## src/common/pph_pkg.sv

```systemverilog
// Constants for the parameter page header generator
package pph_pkg;
    localparam int          PAGE_BYTES     = 256;
    localparam int          PAGE_COPIES    = 3;
    localparam int          HDR_BYTES      = 32;
    localparam logic [7:0]  SIG_B0         = 8'h4f;
    localparam logic [7:0]  SIG_B1         = 8'h4e;
    localparam logic [7:0]  SIG_B2         = 8'h46;
    localparam logic [7:0]  SIG_B3         = 8'h49;
    localparam logic [15:0] REV_MAP        = 16'h003e;
    localparam logic [15:0] FEAT_BASE      = 16'h01d8;
    localparam int          FEAT_SYNC_BIT  = 5;
    localparam int          FEAT_MLUN_BIT  = 1;
    localparam logic [15:0] OPT_CMD_MAP    = 16'h03ff;
    localparam logic [15:0] EXT_PAGE_LEN   = 16'h0003;
    localparam logic [7:0]  NUM_PAGES      = 8'h1d;
    localparam logic [7:0]  CMD_READ_PARAM = 8'hec;
    localparam logic [7:0]  ADDR_ONFI      = 8'h00;
    localparam logic [7:0]  ADDR_JEDEC     = 8'h40;
    localparam int          FIFO_DEPTH     = 4;
    typedef enum logic [1:0] {PPH_IDLE, PPH_RUN, PPH_DONE} pph_state_t;
endpackage

```

## src/design/pph_fifo.sv

```systemverilog
// Small valid/ready FIFO with registered read data
`timescale 1ns/100ps
module pph_fifo #(
    parameter int WIDTH = 8,
    parameter int DEPTH = 4
) (
    input  wire logic             clk,
    input  wire logic             reset,
    input  wire logic             in_valid,
    output logic                  in_ready,
    input  wire logic [WIDTH-1:0] in_data,
    output logic                  out_valid,
    input  wire logic             out_ready,
    output logic      [WIDTH-1:0] out_data
);
    localparam int AW = (DEPTH > 1) ? $clog2(DEPTH) : 1;

    // Refused at elaboration: pointers wrap by plain overflow
    if (DEPTH < 2 || (DEPTH & (DEPTH - 1)) != 0)
    begin
        $error("pph_fifo: DEPTH must be a power of two, at least 2");
    end

    logic [WIDTH-1:0] mem_ff [DEPTH];
    logic [AW-1:0]    wr_ptr_ff;
    logic [AW-1:0]    rd_ptr_ff;
    logic [AW:0]      count_ff;
    logic             out_valid_ff;

    // Registered output stage counts as one extra slot
    wire  push      = in_valid && in_ready;
    wire  pop_out   = out_valid_ff && out_ready;
    wire  mem_empty = (count_ff == '0);
    wire  load_out  = !mem_empty && (!out_valid_ff || out_ready);
    wire  [AW:0] nxt_count = count_ff + (AW+1)'(push) - (AW+1)'(load_out);

    assign in_ready  = (count_ff != (AW+1)'(DEPTH));
    assign out_valid = out_valid_ff;

    always_ff @(posedge clk)
    begin
        if (push)
            mem_ff[wr_ptr_ff] <= in_data;
    end

    always_ff @(posedge clk)
    begin
        if (reset)
        begin
            wr_ptr_ff    <= '0;
            rd_ptr_ff    <= '0;
            count_ff     <= '0;
            out_valid_ff <= 1'b0;
            out_data     <= '0;
        end
        else
        begin
            count_ff <= nxt_count;
            if (push)
                wr_ptr_ff <= wr_ptr_ff + AW'(1);
            if (load_out)
            begin
                out_data     <= mem_ff[rd_ptr_ff];
                rd_ptr_ff    <= rd_ptr_ff + AW'(1);
                out_valid_ff <= 1'b1;
            end
            else if (pop_out)
                out_valid_ff <= 1'b0;
        end
    end
endmodule

```

## src/design/pph_rom.sv

```systemverilog
// Parameter page header generator: streams copies of the page to the host side
//
// Operation
// - Bytes 0-3 carry the ASCII signature
// - Bytes 4-5 carry revision bitmap 3Eh 00h
// - Feature bits 8,7,6,4,3 set, 15:9 clear
// - Sync and multi-LUN feature bits follow variant
// - Bytes 8-9 optional commands FFh 03h
// - Bytes 12-13 extended page length 03h 00h
// - Byte 14 is 1Dh, other bytes zero
// - 256-byte copies, at least three, back to back
// - Command ECh with address 00h selects page
// - One byte per read strobe edge, rising or falling
`timescale 1ns/100ps
module pph_rom
    import pph_pkg::*;
#(
    parameter int COPIES = pph_pkg::PAGE_COPIES,
    parameter int DEPTH  = pph_pkg::FIFO_DEPTH
) (
    input  wire logic       clk,
    input  wire logic       reset,
    input  wire logic       var_sync,
    input  wire logic       var_multi_lun,
    input  wire logic       cmd_valid,
    input  wire logic [7:0] cmd_code,
    input  wire logic [7:0] cmd_addr,
    input  wire logic       byte_strobe,
    output logic [7:0]      data_out,
    output logic            data_valid,
    output logic            busy,
    output logic            cmd_error
);
    import pph_pkg::*;

    if (COPIES < 3 || COPIES > 255)
    begin
        $error("pph_rom: COPIES must be 3..255");
    end

    localparam int CW = (COPIES > 1) ? $clog2(COPIES + 1) : 1;

    // Header byte lookup; offsets beyond the header read zero
    function automatic logic [7:0] hdr_byte(input logic [7:0] off,
                                            input logic [15:0] feat);
        case (off)
            8'h00:   hdr_byte = SIG_B0;
            8'h01:   hdr_byte = SIG_B1;
            8'h02:   hdr_byte = SIG_B2;
            8'h03:   hdr_byte = SIG_B3;
            8'h04:   hdr_byte = REV_MAP[7:0];
            8'h05:   hdr_byte = REV_MAP[15:8];
            8'h06:   hdr_byte = feat[7:0];
            8'h07:   hdr_byte = feat[15:8];
            8'h08:   hdr_byte = OPT_CMD_MAP[7:0];
            8'h09:   hdr_byte = OPT_CMD_MAP[15:8];
            8'h0c:   hdr_byte = EXT_PAGE_LEN[7:0];
            8'h0d:   hdr_byte = EXT_PAGE_LEN[15:8];
            8'h0e:   hdr_byte = NUM_PAGES;
            default: hdr_byte = 8'h00;
        endcase
    endfunction

    // Straps sampled as pins
    logic [1:0] sync_meta_ff;
    logic [1:0] mlun_meta_ff;
    logic [1:0] strb_meta_ff;
    logic       strb_prev_ff;

    always_ff @(posedge clk)
    begin
        if (reset)
        begin
            sync_meta_ff <= '0;
            mlun_meta_ff <= '0;
            strb_meta_ff <= '0;
            strb_prev_ff <= 1'b0;
        end
        else
        begin
            sync_meta_ff <= {sync_meta_ff[0], var_sync};
            mlun_meta_ff <= {mlun_meta_ff[0], var_multi_lun};
            strb_meta_ff <= {strb_meta_ff[0], byte_strobe};
            strb_prev_ff <= strb_meta_ff[1];
        end
    end

    wire [15:0] feat_map = FEAT_BASE
                         | (16'(sync_meta_ff[1]) << FEAT_SYNC_BIT)
                         | (16'(mlun_meta_ff[1]) << FEAT_MLUN_BIT);

    // Any edge of the read strobe takes one byte
    wire strobe_edge = strb_meta_ff[1] ^ strb_prev_ff;

    pph_state_t state_ff;
    pph_state_t nxt_state;
    logic [7:0]    offset_ff;
    logic [CW-1:0] copy_ff;
    logic          err_ff;

    wire cmd_ok  = cmd_valid && cmd_code == CMD_READ_PARAM
                   && cmd_addr == ADDR_ONFI;
    wire cmd_bad = cmd_valid && !cmd_ok;

    logic       gen_ready;
    wire        gen_valid = (state_ff == PPH_RUN);
    wire        gen_push  = gen_valid && gen_ready;
    wire [7:0]  gen_byte  = hdr_byte(offset_ff, feat_map);
    wire        last_byte = (offset_ff == 8'(PAGE_BYTES - 1));
    wire        last_copy = (copy_ff == CW'(COPIES - 1));

    always_comb
    begin
        nxt_state = state_ff;
        case (state_ff)
            PPH_IDLE: if (cmd_ok) nxt_state = PPH_RUN;
            PPH_RUN:  if (gen_push && last_byte && last_copy) nxt_state = PPH_DONE;
            PPH_DONE: if (cmd_ok) nxt_state = PPH_RUN;
            default:  nxt_state = PPH_IDLE;
        endcase
    end

    always_ff @(posedge clk)
    begin
        if (reset)
        begin
            state_ff  <= PPH_IDLE;
            offset_ff <= '0;
            copy_ff   <= '0;
            err_ff    <= 1'b0;
        end
        else
        begin
            state_ff <= nxt_state;
            err_ff   <= cmd_bad;
            if (cmd_ok && state_ff != PPH_RUN)
            begin
                offset_ff <= '0;
                copy_ff   <= '0;
            end
            else if (gen_push)
            begin
                offset_ff <= offset_ff + 8'h01;
                if (last_byte)
                    copy_ff <= copy_ff + CW'(1);
            end
        end
    end

    logic fifo_valid;
    logic [7:0] fifo_data;

    pph_fifo #(
        .WIDTH (8),
        .DEPTH (DEPTH)
    ) u_fifo (
        .clk       (clk),
        .reset     (reset),
        .in_valid  (gen_valid),
        .in_ready  (gen_ready),
        .in_data   (gen_byte),
        .out_valid (fifo_valid),
        .out_ready (strobe_edge),
        .out_data  (fifo_data)
    );

    assign data_out   = fifo_data;
    assign data_valid = fifo_valid;
    assign busy       = (state_ff == PPH_RUN);
    assign cmd_error  = err_ff;
endmodule

```

## config.mk

```make
export PLATFORM = sky130hd
export DESIGN_NAME = pph_rom
export DESIGN_NICKNAME = d
export VERILOG_FILES = /design/src/common/pph_pkg.sv /design/src/design/pph_fifo.sv /design/src/design/pph_rom.sv
export SDC_FILE = /design/constraint.sdc
export NUM_CORES = 1
export LEC_CHECK = 0
export ABC_AREA = 1
export BUFFER_PORTS_ARGS = -buffer_cell sky130_fd_sc_hd__buf_2
export CAP_MARGIN = 40
export CORE_AREA = 2 2 66 99
export DETAILED_ROUTE_END_ITERATION = 8
export DIE_AREA = 0 0 68 101
export GPL_ROUTABILITY_DRIVEN = 0
export PLACE_DENSITY = 0.75
export SYNTH_ARGS = -nofsm -noshare
export SYNTH_HDL_FRONTEND = slang
export SYNTH_SLANG_ARGS = --single-unit
```

## constraint.sdc

```tcl
create_clock -name clk -period 2.3 [get_ports clk]
set_input_delay 0.115 -clock clk [delete_from_list [all_inputs] [get_ports clk]]
set_output_delay 0.115 -clock clk [all_outputs]
set_load 0.02 [all_outputs]
```

# Word-level counts from Yosys, hierarchy flattened
# Memories as Yosys holds them, arrays and structs flattened. A register that Yosys moved wholly into a read port is not among the register bits.
# Index checks and enable logic that the tools add are counted.
# totals
register_bits	28
latch_bits	0
ram_bits	32
romBits	0
inputBits	22
output_inout_bits	11
wordCells	71
mem_count	1
# op_classes
n_addsub	6
mul	0
div_mod_pow	0
n_lt_le_gt_ge	0
eq_ne	19
n_shift	0
muxes	8
bitwise	2
reduce_logical	23
# memory_table
memory	words	width	rd	rd_ports_with_merged_regs	wr	line	source
u_fifo.mem_ff	4	8	1	1	1	pph_fifo.sv:24	logic [WIDTH-1:0] mem_ff [DEPTH];
# op_table
operator	n
8-bit one-hot mux with 10 select lines	1
8-bit by 4-bit == test with 1-bit output, second input constant	4
8-bit by 3-bit == test with 1-bit output, second input constant	3
8-bit by 2-bit == test with 1-bit output, second input constant	2
8-bit == test, second input constant	2
8-bit logical NOT	2
1-bit logical AND	9
9-bit by 2-bit OR with 9-bit output	1
8-bit by 1-bit adder with 8-bit output, second input constant	1
8-bit by 1-bit == test with 1-bit output, second input constant	1
2-bit by 1-bit adder with 2-bit output, second input constant	3
2-bit OR reduction	3
2-bit == test, second input constant	2
1-bit two-way mux	4
2-bit two-way mux	2
2-bit by 1-bit != test with 1-bit output, second input constant	2
2-bit one-hot mux with 2 select lines	1
2-bit AND reduction	2
3-bit by 1-bit adder with 3-bit output	1
1-bit logical NOT	3
3-bit logical NOT	1
3-bit != test, second input constant	1
3-bit by 1-bit subtractor with 3-bit output	1
2-bit by 1-bit == test with 1-bit output, second input constant	1
5 further kinds	5

# Logic depth before layout (Yosys ltp)
# logic_depth
word_depth	6
depth_mapped	11
depth_no_buf	11

# Hierarchy
# Synthesis repeated with hierarchy kept, for this count alone.
# hier_totals
hier_cells	434
area_unflattened_um2	3429.5
# by_module_without_submodules
module	instances	cells_each	area_each_um2	seq_area_each_um2
pph_fifo	1	241	2229.6	1281.2
pph_rom	1	193	1199.9	400.4

# Least setup slack after synthesis
# Ideal clock, no wire load.
# synth_path
path_kind	register -> register
from	reg u_fifo.out_valid_ff (netlist: u_fifo.out_valid)
to	reg u_fifo.count_ff[2]
setup_time_ns	0.070
arrival_ns	1.967
t_required_ns	2.230
slack_ns	0.263
path_stages_with_launch	10
path_buffers	0
synth_period_minus_slack_ns	2.037
path_cell_list	dfxtp_1 > nand3_1 > nand2_1 > inv_2 > ha_1 > inv_1 > ha_1 > fa_1 > or2_2 > a21oi_1
# synth_via
elab_chain_len	4
# synth_lines
element	line	source
start, declared	pph_fifo.sv:28	logic out_valid_ff;
start signal, assigned	pph_fifo.sv:53	out_valid_ff <= 1'b0;
start signal, assigned	pph_fifo.sv:65	out_valid_ff <= 1'b1;
start signal, assigned	pph_fifo.sv:68	out_valid_ff <= 1'b0;
1-bit logical NOT	pph_fifo.sv:34	wire load_out = !mem_empty && (!out_valid_ff || out_ready);
1-bit logical OR	pph_fifo.sv:34	
1-bit logical AND	pph_fifo.sv:34	
named net u_fifo.load_out	pph_fifo.sv:34	
3-bit by 1-bit subtractor with 3-bit output	pph_fifo.sv:35	wire [AW:0] nxt_count = count_ff + (AW+1)'(push) - (AW+1)'(load_out);
end signal, assigned	pph_fifo.sv:58	count_ff <= nxt_count;
end, declared	pph_fifo.sv:27	logic [AW:0] count_ff;
# The timed path passes the listed nets, and every way through them passes these cells.
# A chain may end at the register's enable or synchronous reset.

# Worst setup path after layout
# layout_path
from	reg u_fifo.count_ff[1]
to	reg u_fifo.count_ff[2]
# layout_via
elab_chain_len	4
elab_cells_between_ends	7
classes_between	add/sub: 2; eq/ne: 1; reduce/logical: 4
# layout_lines
element	line	source
3-bit logical NOT	pph_fifo.sv:33	wire mem_empty = (count_ff == '0);
1-bit logical NOT	pph_fifo.sv:34	
1-bit logical AND	pph_fifo.sv:34	
named net u_fifo.load_out	pph_fifo.sv:34	
3-bit by 1-bit subtractor with 3-bit output	pph_fifo.sv:35	
# The timed path passes the listed nets, and every way through them passes these cells.

==> metrics.json <==
{
  "status": {
    "status": "complete, no violations"
  },
  "floorplanning": {
    "core_area_mm2": 0.006043,
    "starting_density_of_the_core_pct": 52.90,
    "floorplan.io_pins": 33,
    "chipHeight_um": 101,
    "die_area_mm2": 0.006868,
    "fp.dieW_um": 68,
    "num_rows": 35
  },
  "logic_synthesis": {
    "synth_edf_count": 32,
    "synth-seq-area-share_pct": 52.60,
    "synth_nets": 417,
    "synthesis.yosys.warnings": 0,
    "yosys.area_share.xor_xnor_pct": 1.370,
    "combinational_family_with_the_most_area_after_synthesis": "simple AND/OR/NAND/NOR gates",
    "yosys-mux-area-fraction_pct": 0,
    "synth_top_cells_by_area": "sky130_fd_sc_hd__edfxtp_1 30%, sky130_fd_sc_hd__dfxtp_1 23%, sky130_fd_sc_hd__nor2_1 10%, sky130_fd_sc_hd__inv_1 6.8%, sky130_fd_sc_hd__nand2_1 6.5%",
    "synthFlopType": "sky130_fd_sc_hd__dfxtp_1",
    "synth_simple_gate_area_share_pct": 22.31,
    "post_synth.cell_area_avg_um2": 8.347,
    "ff_latch_count_synth": 68,
    "synth_adder_area_share_pct": 4.932,
    "share_of_yosys_cell_area_claimed_by_the_top_area_cell_type_pct": 30.06,
    "synth.distinct_cells": 32,
    "synthDominantAreaCellType": "sky130_fd_sc_hd__edfxtp_1",
    "number_of_cells_produced_by_synthesis": 383,
    "synthArstFlopShare_pct": 0,
    "synth-compound-area-share_pct": 9.628,
    "synthMostInstantiatedCell": "sky130_fd_sc_hd__nor2_1",
    "synth_top_cells_by_count": "88 x sky130_fd_sc_hd__nor2_1, 58 x sky130_fd_sc_hd__inv_1, 55 x sky130_fd_sc_hd__nand2_1, 36 x sky130_fd_sc_hd__dfxtp_1, 32 x sky130_fd_sc_hd__edfxtp_1",
    "synth_area_mm2": 0.003197
  },
  "pwr": {
    "switching_share_pct": 32.76,
    "static-leakage-power_nw": 1.545,
    "p_per_area_mw_per_mm2": 882.7,
    "design_internal_power_mw": 2.174,
    "share_clk_of_total_power_pct": 29.4,
    "combPwrFrac_pct": 25.8,
    "p_switching_mw": 1.059,
    "peakVddDrop_uv": 418.0,
    "power.sequential.fraction_pct": 44.8
  },
  "min_path": {
    "worst_min_delay_path_startpoint": "cmd_valid",
    "holdPathStages": 2,
    "worst_hold_path_type": "input port to register"
  },
  "critical_path": {
    "worst_setup_path_startpoint": "u_fifo.count_ff[1]",
    "setup.worst_path.class": "register to register",
    "worst_path_required_time_ns": 2.57,
    "critPathMaxFanout": 10,
    "setup.worst_path.start_class": "register",
    "worst_r2r_path_depth": 10,
    "crit-reg2reg-capture": "u_fifo.count_ff[2]",
    "critical_path.endpoint_type": "register",
    "r2r_start": "u_fifo.count_ff[1]",
    "cp-endpoint": "u_fifo.count_ff[2]",
    "timing.reg2reg.setup_slack_ns": 0.19,
    "cp_data_arrival_time_ns": 2.39
  },
  "routing": {
    "total_via_count_after_detailed_routing": 2527,
    "detail_route.wirelength_mm": 6.033,
    "routed_wire_length_per_instance_um": 11.92,
    "route.antenna.remaining_nets": 0,
    "vias_per_cell": 4.994,
    "drt_first_pass_iters": 4,
    "dr.first_iter.drc_count": 84,
    "drc": 0
  },
  "sta": {
    "clock-skew-final_ns": 0.006833,
    "finalCriticalPeriod_ns": 2.114,
    "grt_setup_unrepaired": "false",
    "setup-violations-final": 0,
    "maxClockFrequency_mhz": 473.1,
    "relSlewSlack_pct": 75.83,
    "totalNegativeSetupSlack_ns": 0,
    "max_slew.worst_pin.slew_ns": 0.3621,
    "finalHoldViolCount": 0,
    "final_max_slew_viol_count": 0,
    "ratio_of_final_minimum_period_to_clock_period_pct": 91.90
  },
  "clocking": {
    "numCtsBuffers": 9,
    "tritoncts": "built",
    "clock_insertion_delay_worst_skew_ns": 0.34,
    "cts_buffer_depth": 2,
    "tritoncts_num_sinks": 68,
    "ctsHtreeMaxLevel": 3,
    "post-cts-setup-buffers": 0,
    "cts_repair_resize_count": 0,
    "cts-root-buf": "sky130_fd_sc_hd__clkbuf_8",
    "worst_setup_hold_path_clk_slew_ns": 0.07
  },
  "layout": {
    "n_antenna_cell": 0,
    "final_cell_area_mm2": 0.003662,
    "layout-drive-gt1-share_pct": 15.97,
    "area_delta_synth_final_pct": 14.56,
    "layout.core_utilization_pct": 60.60,
    "fill_cells": 528,
    "instances_no_fill": 506,
    "final_net_count": 461
  },
  "global_routing": {
    "grt_antenna_before_repair": 0,
    "globalRoute.totalOverflow": 0,
    "grt_use_total_pct": 19.57,
    "grt_pass1_vias": 2340,
    "grt_pass1_wl_mm": 9.963,
    "grt_start_max_net_pins": 20
  },
  "placement": {
    "total_of_buffers_placed_on_input_and_output_ports": 32,
    "dp_hpwl_mm": 4.473,
    "placedCellCount": 487,
    "placed_instance_area_mm2": 0.003440
  },
  "flow_run": {
    "timing.max_cap.violations": 0
  }
}
[power by group through the flow]
stage          logic [mW]  registers, mW  clock network [mW]
6_report            0.834           1.45               0.949
4_1_cts             0.846           1.45               0.979
5_1_grt             0.956           1.47                1.03
3_5_place_dp        0.837           1.48                   0
2_1_floorplan       0.536           1.56                   0
3_3_place_gp        0.811           1.47                   0
[cell type report]
| class | count | area (um^2) | area share, % |
|---|---|---|---|
| clock buffer | 10 | 127.6 | 3.485 |
| clock inverter | 6 | 65.06 | 1.777 |
| inverter | 61 | 230.2 | 6.286 |
| multi-input combinational | 245 | 1222 | 33.38 |
| sequential | 68 | 1682 | 45.92 |
| tap | 74 | 92.59 | 2.528 |
| timing repair buffer | 42 | 242.7 | 6.628 |
[layout by cell type (no fill, tap or decap), drive strengths merged, types with 10 or more instances in the layout]
cell type  instances
buf               39
nand3             13
inv               60
ha                11
a21oi             15
nor2              90
edfxtp            32
clkbuf            10
o21ai             32
dfxtp             36
nand2             57
[sequential cells by signal, summed over array words and instances (netlist names)]
register          cells
strb_meta_ff          2
u_fifo.out_data       8
state_ff              2
cmd_error             1
mlun_meta_ff          2
sync_meta_ff          2
u_fifo.out_valid      1
copy_ff               2
u_fifo.count_ff       3
u_fifo.wr_ptr_ff      2
offset_ff             8
strb_prev_ff          1
u_fifo.rd_ptr_ff      2
u_fifo.mem_ff        32
[logic make-up after synthesis]
| family | Yosys count |
|---|---|
| flip-flops | 68 |
| AND/OR/NAND/NOR | 171 |
| AO/OA/AOI/OAI | 57 |
| XOR/XNOR | 5 |
| adder cells (fa/ha/maj) | 12 |
| buffers and inverters | 70 |
[critical path, cell delays in order, from the launching register on]
cell and delay [ns]:
sky130_fd_sc_hd__dfxtp_1 0.34, sky130_fd_sc_hd__nor2_2 0.17, sky130_fd_sc_hd__nand2_1 0.06, sky130_fd_sc_hd__nand2_1 0.09, sky130_fd_sc_hd__inv_2 0.09, sky130_fd_sc_hd__ha_1 0.28, sky130_fd_sc_hd__inv_1 0.04, sky130_fd_sc_hd__ha_1 0.18
sky130_fd_sc_hd__fa_1 0.37, sky130_fd_sc_hd__or2_2 0.30, sky130_fd_sc_hd__a21oi_1 0.12
[worst min path at each step]
stage | endpoint | slack (ns)
floorplan | state_ff[0] | 0.18
global placement | strb_meta_ff[0] | 0.31
detailed placement | strb_meta_ff[0] | 0.32
CTS | cmd_error | 0.03
global route | cmd_error | 0.04
finish | cmd_error | 0.05
[what timing repair did]
| action | in CTS | in global routing |
|---|---|---|
| hold buffers | 3 | 0 |
| endpoints found under the setup margin | 0 | 0 |
| hold endpoints to repair | 3 | 0 |
[per-layer routing]
metal,vias up,GRT usage (%),part of all wire (%)
met2,28,36.67,56
met4,0,7.538,1.3
li1,1311,-,-
met3,7,5.363,2.8
met5,-,0,0
met1,1181,19.56,39
[through the flow]
stage	total power, mW	hold WS (ns)	worst slack [ns]
global route	3.452	0.03723	0.05985
CTS	3.276	0.03190	0.1696
floorplan	2.095	0.1841	0.2630
global placement	2.283	0.3130	0.2665
detailed placement	2.314	0.3219	0.1839
finish	3.233	0.04504	0.1863
Power figures use the tool's default switching activity.
